`src/pkg/ebg_pkg.sv`:
```
// Constants, types and carriers shared by the external bus grant block.
// Assumes one 250 MHz clock and pins taken as synchronous to it.
//
// How it works
// - Idle request three-states buses and strobes
// - Grant and halt the cycle after
// - Go mode halts only on external access
// - Access in flight delays the grant
// - Grant may fall between two accesses
// - Request withdrawn: release grant, resume
// - Handshake serviced during reset and boot
// - Hang flag when core ready but blocked by grant
// - On release drop grant and hang, resume access in the same cycle
// - Emulator pins replace normal; grant three-stated
// - Emulator reset re-latches memory mode pins
package ebg_pkg;

  // ----------------------------------------------------------------
  // Widths
  // ----------------------------------------------------------------
  localparam int ADDR_W = 14;
  localparam int DATA_W = 24;
  localparam int MODE_W = 3;

  // ----------------------------------------------------------------
  // Reset values
  // ----------------------------------------------------------------
  localparam logic [MODE_W-1:0] MODE_RST  = 3'h0;
  localparam logic              GRANT_OFF = 1'b1;
  localparam logic              REQ_OFF   = 1'b1;

  // ----------------------------------------------------------------
  // Types
  // ----------------------------------------------------------------
  typedef enum logic [1:0] {
    EBG_IDLE  = 2'b00,
    EBG_WAIT  = 2'b01,
    EBG_GRANT = 2'b10
  } ebg_state_t;

  // Memory strobes, all active low
  typedef struct packed {
    logic program_select_n;
    logic data_select_n;
    logic byte_select_n;
    logic composite_select_n;
    logic io_select_n;
    logic rd_n;
    logic wr_n;
  } ebg_strobe_t;

  // Core pipeline status toward the arbiter
  typedef struct packed {
    logic ready;
    logic ext_req;
    logic ext_busy;
    logic go_mode;
  } ebg_core_t;

  // Memory bus as driven by the core
  typedef struct packed {
    logic [ADDR_W-1:0] addr;
    logic [DATA_W-1:0] wdata;
    logic              wdrive;
    ebg_strobe_t       strobe;
  } ebg_mem_t;

endpackage

```
`src/ebg_arbiter.sv`:
```
// External bus request and grant arbiter of the processor core.
// Assumes all pins synchronous to core_clk_in; core reports its access state.
`timescale 1ns/100ps
module ebg_arbiter (
  // Clock and reset
  input  wire logic                       core_clk_in,
  input  wire logic                       sys_rst_in,
  // Reset and mode pins
  input  wire logic                       proc_reset_n_in,
  input  wire logic [ebg_pkg::MODE_W-1:0] mode_pins_in,
  output logic                            core_reset_out,
  output logic [ebg_pkg::MODE_W-1:0]      mem_mode_out,
  // Request and grant pins
  input  wire logic                       bus_request_n_in,
  output logic                            grant_out_n_out,
  output logic                            grant_out_n_oe_out,
  output logic                            grant_hang_n_out,
  // Emulator pins
  input  wire logic                       emulator_takeover_in,
  input  wire logic                       emu_request_n_in,
  input  wire logic                       emu_reset_n_in,
  output logic                            emu_grant_n_out,
  // Core side
  input  wire ebg_pkg::ebg_core_t         core_in,
  input  wire ebg_pkg::ebg_mem_t          mem_in,
  output logic                            core_halt_out,
  output logic                            ext_stall_out,
  output logic [ebg_pkg::DATA_W-1:0]      rdata_out,
  // Memory bus pins
  output logic [ebg_pkg::ADDR_W-1:0]      addr_out,
  output logic                            addr_oe_out,
  input  wire logic [ebg_pkg::DATA_W-1:0] data_in,
  output logic [ebg_pkg::DATA_W-1:0]      data_out,
  output logic                            data_oe_out,
  output ebg_pkg::ebg_strobe_t            strobe_out,
  output logic                            strobe_oe_out
);
  import ebg_pkg::*;

  // ----------------------------------------------------------------
  // State
  // ----------------------------------------------------------------
  typedef struct packed {
    ebg_state_t        state;
    logic              req;
    logic              grant_n;
    logic              emu_grant_n;
    logic              drive;
    logic [DATA_W-1:0] rdata;
  } ebg_st_t;

  ebg_st_t st_r;
  ebg_st_t st_nxt;

  logic chip_rst;
  logic req_n_sel;
  logic granted;
  logic blocked;

  // ----------------------------------------------------------------
  // Pin selection and mode latch
  // ----------------------------------------------------------------
  ebg_emu_sel u_sel (
    .core_clk_in          (core_clk_in),
    .sys_rst_in           (sys_rst_in),
    .emulator_takeover_in (emulator_takeover_in),
    .proc_reset_n_in      (proc_reset_n_in),
    .emu_reset_n_in       (emu_reset_n_in),
    .proc_request_n_in    (bus_request_n_in),
    .emu_request_n_in     (emu_request_n_in),
    .mode_pins_in         (mode_pins_in),
    .chip_reset_out       (chip_rst),
    .request_n_out        (req_n_sel),
    .mem_mode_out         (mem_mode_out)
  );

  assign core_reset_out = chip_rst;

  // ----------------------------------------------------------------
  // Arbitration
  // ----------------------------------------------------------------
  // Chip reset only reaches the core; the handshake keeps running through it
  always_comb begin
    st_nxt     = st_r;
    st_nxt.req = !req_n_sel;
    case (st_r.state)
      EBG_IDLE: begin
        if (st_r.req && core_in.ext_busy) begin
          st_nxt.state = EBG_WAIT;
        end else if (st_r.req) begin
          st_nxt.state = EBG_GRANT;
        end
      end
      EBG_WAIT: begin
        if (!st_r.req) begin
          st_nxt.state = EBG_IDLE;
        end else if (!core_in.ext_busy) begin
          st_nxt.state = EBG_GRANT;
        end
      end
      EBG_GRANT: begin
        if (!st_r.req) begin
          st_nxt.state = EBG_IDLE;
        end
      end
      default: begin
        st_nxt.state = EBG_IDLE;
      end
    endcase
    // Pin levels follow the next state so they come straight from flops
    st_nxt.drive       = (st_nxt.state != EBG_GRANT);
    st_nxt.grant_n     = (st_nxt.state != EBG_GRANT) || emulator_takeover_in;
    st_nxt.emu_grant_n = (st_nxt.state != EBG_GRANT) || !emulator_takeover_in;
    if (!core_in.ext_busy || st_r.drive) begin
      st_nxt.rdata = data_in;
    end
  end

  always_ff @(posedge core_clk_in) begin
    if (sys_rst_in) begin
      st_r <= '{state: EBG_IDLE, req: !REQ_OFF, grant_n: GRANT_OFF,
                emu_grant_n: GRANT_OFF, drive: 1'b1, rdata: '0};
    end else begin
      st_r <= st_nxt;
    end
  end

  // ----------------------------------------------------------------
  // Core stall and hang
  // ----------------------------------------------------------------
  assign granted = (st_r.state == EBG_GRANT);
  // Go mode runs on until the core needs the bus it gave away
  assign blocked = granted && (!core_in.go_mode || core_in.ext_req);

  assign core_halt_out    = blocked;
  assign ext_stall_out    = granted && core_in.ext_req;
  assign grant_hang_n_out = !(blocked && core_in.ready);
  assign rdata_out        = st_r.rdata;

  // ----------------------------------------------------------------
  // Pins
  // ----------------------------------------------------------------
  assign grant_out_n_out    = st_r.grant_n;
  assign grant_out_n_oe_out = !emulator_takeover_in;
  assign emu_grant_n_out    = st_r.emu_grant_n;
  assign addr_out           = mem_in.addr;
  assign data_out           = mem_in.wdata;
  assign strobe_out         = mem_in.strobe;
  assign addr_oe_out        = st_r.drive;
  assign strobe_oe_out      = st_r.drive;
  assign data_oe_out        = st_r.drive && mem_in.wdrive;
endmodule

```
`src/ebg_emu_sel.sv`:
```
// Emulator pin selection and memory mode latch.
// Assumes emulator and normal pins are synchronous to the core clock.
`timescale 1ns/100ps
module ebg_emu_sel (
  // Clock and reset
  input  wire logic                       core_clk_in,
  input  wire logic                       sys_rst_in,
  // Pins
  input  wire logic                       emulator_takeover_in,
  input  wire logic                       proc_reset_n_in,
  input  wire logic                       emu_reset_n_in,
  input  wire logic                       proc_request_n_in,
  input  wire logic                       emu_request_n_in,
  input  wire logic [ebg_pkg::MODE_W-1:0] mode_pins_in,
  // Selected
  output logic                            chip_reset_out,
  output logic                            request_n_out,
  output logic [ebg_pkg::MODE_W-1:0]      mem_mode_out
);
  import ebg_pkg::*;

  typedef struct packed {
    logic              rst;
    logic [MODE_W-1:0] mode;
  } ebg_sel_st_t;

  ebg_sel_st_t st_r;
  ebg_sel_st_t st_nxt;
  logic        rst_sel;

  // ----------------------------------------------------------------
  // Pin selection
  // ----------------------------------------------------------------
  assign rst_sel       = emulator_takeover_in ? !emu_reset_n_in : !proc_reset_n_in;
  assign request_n_out = emulator_takeover_in ? emu_request_n_in : proc_request_n_in;

  // Mode follows the pins while the selected reset pin is held, freezes on release
  always_comb begin
    st_nxt     = st_r;
    st_nxt.rst = rst_sel;
    if (rst_sel) begin
      st_nxt.mode = mode_pins_in;
    end
  end

  always_ff @(posedge core_clk_in) begin
    if (sys_rst_in) begin
      st_r <= '{rst: 1'b1, mode: MODE_RST};
    end else begin
      st_r <= st_nxt;
    end
  end

  assign chip_reset_out = st_r.rst;
  assign mem_mode_out   = st_r.mode;
endmodule

```
`config.mk`:
```
export PLATFORM = sky130hd
export DESIGN_NAME = ebg_arbiter
export DESIGN_NICKNAME = d
export VERILOG_FILES = /design/src/pkg/ebg_pkg.sv /design/src/ebg_arbiter.sv /design/src/ebg_emu_sel.sv
export SDC_FILE = /design/constraint.sdc
export NUM_CORES = 1
export LEC_CHECK = 0
export BUFFER_PORTS_ARGS = -buffer_cell sky130_fd_sc_hd__buf_2
export CAP_MARGIN = 10
export CORE_ASPECT_RATIO = 0.75
export CORE_MARGIN = 2
export CORE_UTILIZATION = 36
export CTS_CLUSTER_SIZE = 20
export DETAILED_ROUTE_END_ITERATION = 8
export PLACE_DENSITY = 0.76
export SYNTH_ARGS = -nofsm -noshare
export SYNTH_HDL_FRONTEND = slang
export SYNTH_HIERARCHICAL = 1
export SYNTH_SLANG_ARGS = --single-unit
```
`constraint.sdc`:
```
create_clock -name core_clk_in -period 1 [get_ports core_clk_in]
set_input_delay 0.3 -clock core_clk_in [delete_from_list [all_inputs] [get_ports core_clk_in]]
set_output_delay 0.3 -clock core_clk_in [all_outputs]
set_load 0.03 [all_outputs]
```
; Word-level counts from Yosys, hierarchy flattened
; Cells that the tools add are included.
[word_totals]
word_cells = 36
reg_bits = 34
in_bits = 84
out_inout_bits = 82
[op_classes]
reduce_logical = 17
muxes = 8
eq_ne = 3
[op_table]
columns = cell, n
row1 = $mux 2, 5
row2 = $logic_not 1->1, 7
row3 = $pmux 2 s3, 1
row4 = $logic_and 1x1->1, 5
row5 = $logic_or 1x1->1, 4
row6 = $eq 2x1->1 const B, 1
row7 = $eq 2x2->1 const B, 1
row8 = $logic_not 2->1, 1
row9 = $mux 1, 2
row10 = $ne 2x2->1 const B, 1

; Depth between registers and ports, before layout
[logic_depth]
word_depth = 5
mapped_depth = 3
mapped_depth_nobuf = 2

; Hierarchy
; The synthesis kept the hierarchy.
[modules_own_cells]
columns = mod, area_each_um2, cells_each, seq_area_each_um2, instances
row1 = ebg_arbiter, 1944.4, 198, 600.6, 1
row2 = ebg_emu_sel, 178.9, 16, 80.1, 1

; Worst setup path after synthesis
; No wires, ideal clock.
[synth_timing]
path_kind = reg-to-output
start = register st_r[29] (netlist name)
end = output core_halt_out
stages_incl_launch_ff = 2
arrival_time_ns = 1.167
required_ns = 0.700
path_buffers = 0
setup_slack_ns = -0.467
path_cell_list = dfxtp_1 -> nor3b_1
[synth_via]
elab_chain_len = 2
[synth_lines]
columns = item, line_no
row1 = "start, declared", ebg_arbiter.sv:52  ; ebg_st_t st_r;
row2 = "start signal, assigned", ebg_arbiter.sv:121  ; st_r <= '{state: EBG_IDLE, req: !REQ_OFF, grant_n: GRANT_OFF,
row3 = "start signal, assigned", ebg_arbiter.sv:124  ; st_r <= st_nxt;
row4 = $eq 2x2->1, ebg_arbiter.sv:131  ; assign granted = (st_r.state == EBG_GRANT);
row5 = $logic_and 1x1->1, ebg_arbiter.sv:133  ; assign blocked = granted && (!core_in.go_mode || core_in.ext_req);
row6 = "end, declared", ebg_arbiter.sv:26  ; output logic core_halt_out,
; No other way between the ends.

; Worst setup path in the final report
; Same ends and word-level chain as after synthesis.

==> results.cfg <==
[logic_synthesis]
synth_edf_count = 0
synth_top_area_cell = dfxtp_1
yosys-top-cells-count = buf_4 (70), dfxtp_1 (34), nand2b_1 (30)
yosysMostFrequentCell = buf_4
avgSynthCellArea_sq_um = 9.922
syn_inst = 214
mappedNetlistArea_sq_mm = 0.002123
synth_cell_types = 27
synth_xor_area_share_pct = 0
yosys-mux-area-fraction_pct = 3.654
synthAdderAreaFrac_pct = 0
yosys_warnings = 6
synth_top_cells_by_area = dfxtp_1 (32%), buf_4 (25%), nand4bb_1 (13%), nand2b_1 (8.8%), o21ai_2 (8.2%)
ys_seq_area_share_pct = 32.06
ys_ff_latch = 34
synthArstFlopShare_pct = 0
synth.top_cell.area_share_pct = 32.06
synthFlopType = dfxtp_1
synth-compound-area-share_pct = 9.193
syn_nets = 298
synthSimpleGateAreaFrac_pct = 26.10
synth_top_family_by_area = buffers and inverters

[cts]
cts-root-buf = clkbuf_8
cts_sinks = 34
clockBufferDepth = 2
clock_latency_ns = 0.28
cts_tree = built
htreeDepth = 2
cts-hold-fix-buffers = 0
numCtsBuffers = 5
path_clk_slew_ns = 0.07

[final_layout]
syn2layout_area_growth_pct = 28.58
num_antenna_cells = 0
utilization_pct = 47.35
drive_above_1_share_pct = 73.06
nets = 328
fin_area_sq_mm = 0.002730

[timing]
timing.final.ws_setup_ns = -0.2975
finClkSkew_ns = 0.005910
slew_viol_final = 0
slew_headroom_pct = 76.81
rsz0062_at_grt = true
finalHoldViolations = 0
min_period_ns = 1.297
setup_violations = 50
max_slew.worst_pin.slew_ns = 0.3411
holdWs_ns = 0.2754
fmax_mhz = 770.7
fin_crit_sh_pct = 129.7

[power]
power_density_mw_per_mm2 = 1213
switching_power_uw = 898.4
pwr-share-comb_pct = 23.5
p_sw_share_pct = 27.13
peakVddDrop_v = 0.0006271
internal_power_mw = 2.413
power.leakage_nw = 1.185
pwr-share-seq_pct = 45.3
clkPwrFrac_pct = 31.2

[place]
gp_congestion = 0.6396
portBuffers = 75
dpl.hpwl_microns = 2925
placed_area_sq_mm = 0.002208

[worst_setup_path]
critPathCaptureType = output pin
critPathTopFamily = flip-flops
crit_path_cell_trace = nor3b_4 -> buf_6
r2r_start = addr_oe_out
r2r_end = rdata_out[16]
worst_r2r_path_depth = 3
crit_buf_inv = 1
max_stage_delay_ns = 0.37
r2r_slack_ns = -0.02
critPathSlowestCell = dfxtp_4
start_kind = flop
required_ns = 0.70
path_depth = 2
path_class = flop to output pin
cp_max_fo = 4
arrival_ns = 1.00

[floorplanning]
start_util_pct = 36.83
dieArea_sq_mm = 0.006535
core_sq_mm = 0.005766
placementRows = 24
die_h_microns = 70.51
die_w_microns = 92.68
num_io_pins = 166

[routing]
wl_microns = 4468
vias = 1517
first_pass_iters = 4
drt_iter0_markers = 30
drt-vias-per-instance = 4.697
ant_nets = 0
drc_errors = 0
avgRoutedWirePerCell_microns = 13.83

[run_status]
violations = negative setup slack
status = finished with violations

[global_routing]
overflow = 0
grt_pass1_wl_microns = 7093
antenna_found_initial = 0
grt_max_degree = 39
grt.total_usage_pct = 13.76
first_global_vias = 1464

[worst_hold_path]
min_to = u_sel/mem_mode_out[1]
hp-class = input port to flop
hold_path.startpoint = mode_pins_in[1]
holdPathStages = 3

[flow_run]
maxCapViolations = 0
## kinds of logic (layout without fill, tap and decap cells)
logic type,after synthesis,count (layout)
AOI/OAI and AO/OA,24,24
and+or+nand+nor,67,67
buffers and inverters,83,114
muxes,6,6
DFF,34,34
## stage by stage
step / setup WS (ns) / cells / power (mW) / TNS (ns)
floorplan: -0.07238 / 214 / 2.288 / -0.1257
global placement: -0.1965 / 301 / 2.106 / -1.009
detailed placement: -0.2075 / 301 / 2.120 / -1.144
CTS: -0.3150 / 314 / 3.336 / -3.257
global route: -0.3684 / 323 / 3.486 / -4.970
finish: -0.2975 / 323 / 3.311 / -2.689
## per-layer routing
layer / wire length [microns] / part of all wire [%] / vias to the layer above / GRT usage, %
met4: 40 / 0.90 / 0 / 3.922
met5: 0 / 0 / - / 0
met2: 2203 / 49 / 76 / 22.95
met1: 1904 / 43 / 720 / 16.85
li1: - / - / 713 / -
met3: 320 / 7.2 / 8 / 4.962
## cell type report
| type | instances | area [sq um] |
|---|---|---|
| clock buffers | 7 | 86.33 |
| clock inverters | 1 | 5.005 |
| fillers | 569 | 3035 |
| inverters | 2 | 7.507 |
| multi-input cells | 97 | 885.9 |
| flip-flops and latches | 34 | 729.5 |
| well taps | 78 | 97.59 |
| repair buffers | 104 | 918.4 |
## worst max path at each step
stage,start,to,slack [ns]
final,st_r[29],core_halt_out,-0.30
after global routing,st_r[29],core_halt_out,-0.37
after CTS,st_r[28],ext_stall_out,-0.32
after detailed placement,core_in[0],core_halt_out,-0.21
after floorplan,core_in[0],core_halt_out,-0.07
after global placement,core_in[0],core_halt_out,-0.20
## power groups by stage
stage                     clock (mW)  sequential (mW)  combinational (mW)
after floorplan                    0             1.52               0.764
after CTS                       1.10             1.50               0.743
final                           1.03             1.50               0.779
after global routing            1.15             1.51               0.831
after detailed placement           0             1.50               0.617
after global placement             0             1.50               0.607
## worst register-to-register path, cell delays in order (launching register included)
cell     delay (ns)
dfxtp_4        0.37
and2b_4        0.32
buf_12         0.16
o21ai_2        0.06
## state kept, by name, summed over array words and instances, names as in the netlist
| signal | cells |
|---|---|
| rdata_out | 24 |
| st_r | 3 |
| u_sel/mem_mode_out | 3 |
| addr_oe_out | 1 |
| emu_grant_n_out | 1 |
| grant_out_n_out | 1 |
| u_sel/chip_reset_out | 1 |
## layout by cell type, fill, tap and decap left out, drive strengths merged
| master | synthesis | layout |
|---|---|---|
| nor3b | 1 | 1 |
| o21ai | 24 | 24 |
| and2b | 1 | 1 |
| and2 | 1 | 1 |
| inv | 2 | 2 |
| mux2 | 1 | 1 |
| and3 | 1 | 1 |
| nor2b | 1 | 1 |
| nor2 | 1 | 1 |
| nand4bb | 25 | 25 |
| and3b | 1 | 1 |
| clkbuf | 7 | 7 |
| nand3 | 1 | 1 |
| nand4 | 2 | 2 |
| or2 | 1 | 1 |
| buf | 74 | 104 |
| clkinv | 0 | 1 |
| and4bb | 1 | 1 |
| dfxtp | 34 | 34 |
| nand2b | 30 | 30 |
| mux2i | 5 | 5 |
## repair_timing
action / 4_1_cts / 5_1_grt
hold endpoints to repair: 0 / 0
endpoints found under the setup margin: 49 / 65
pin swaps: 25 / 1
buffers inserted: 4 / 9
resized for setup: 111 / 8
gates cloned: 1 / 0
No activity file was read; power rests on OpenSTA's default activity.
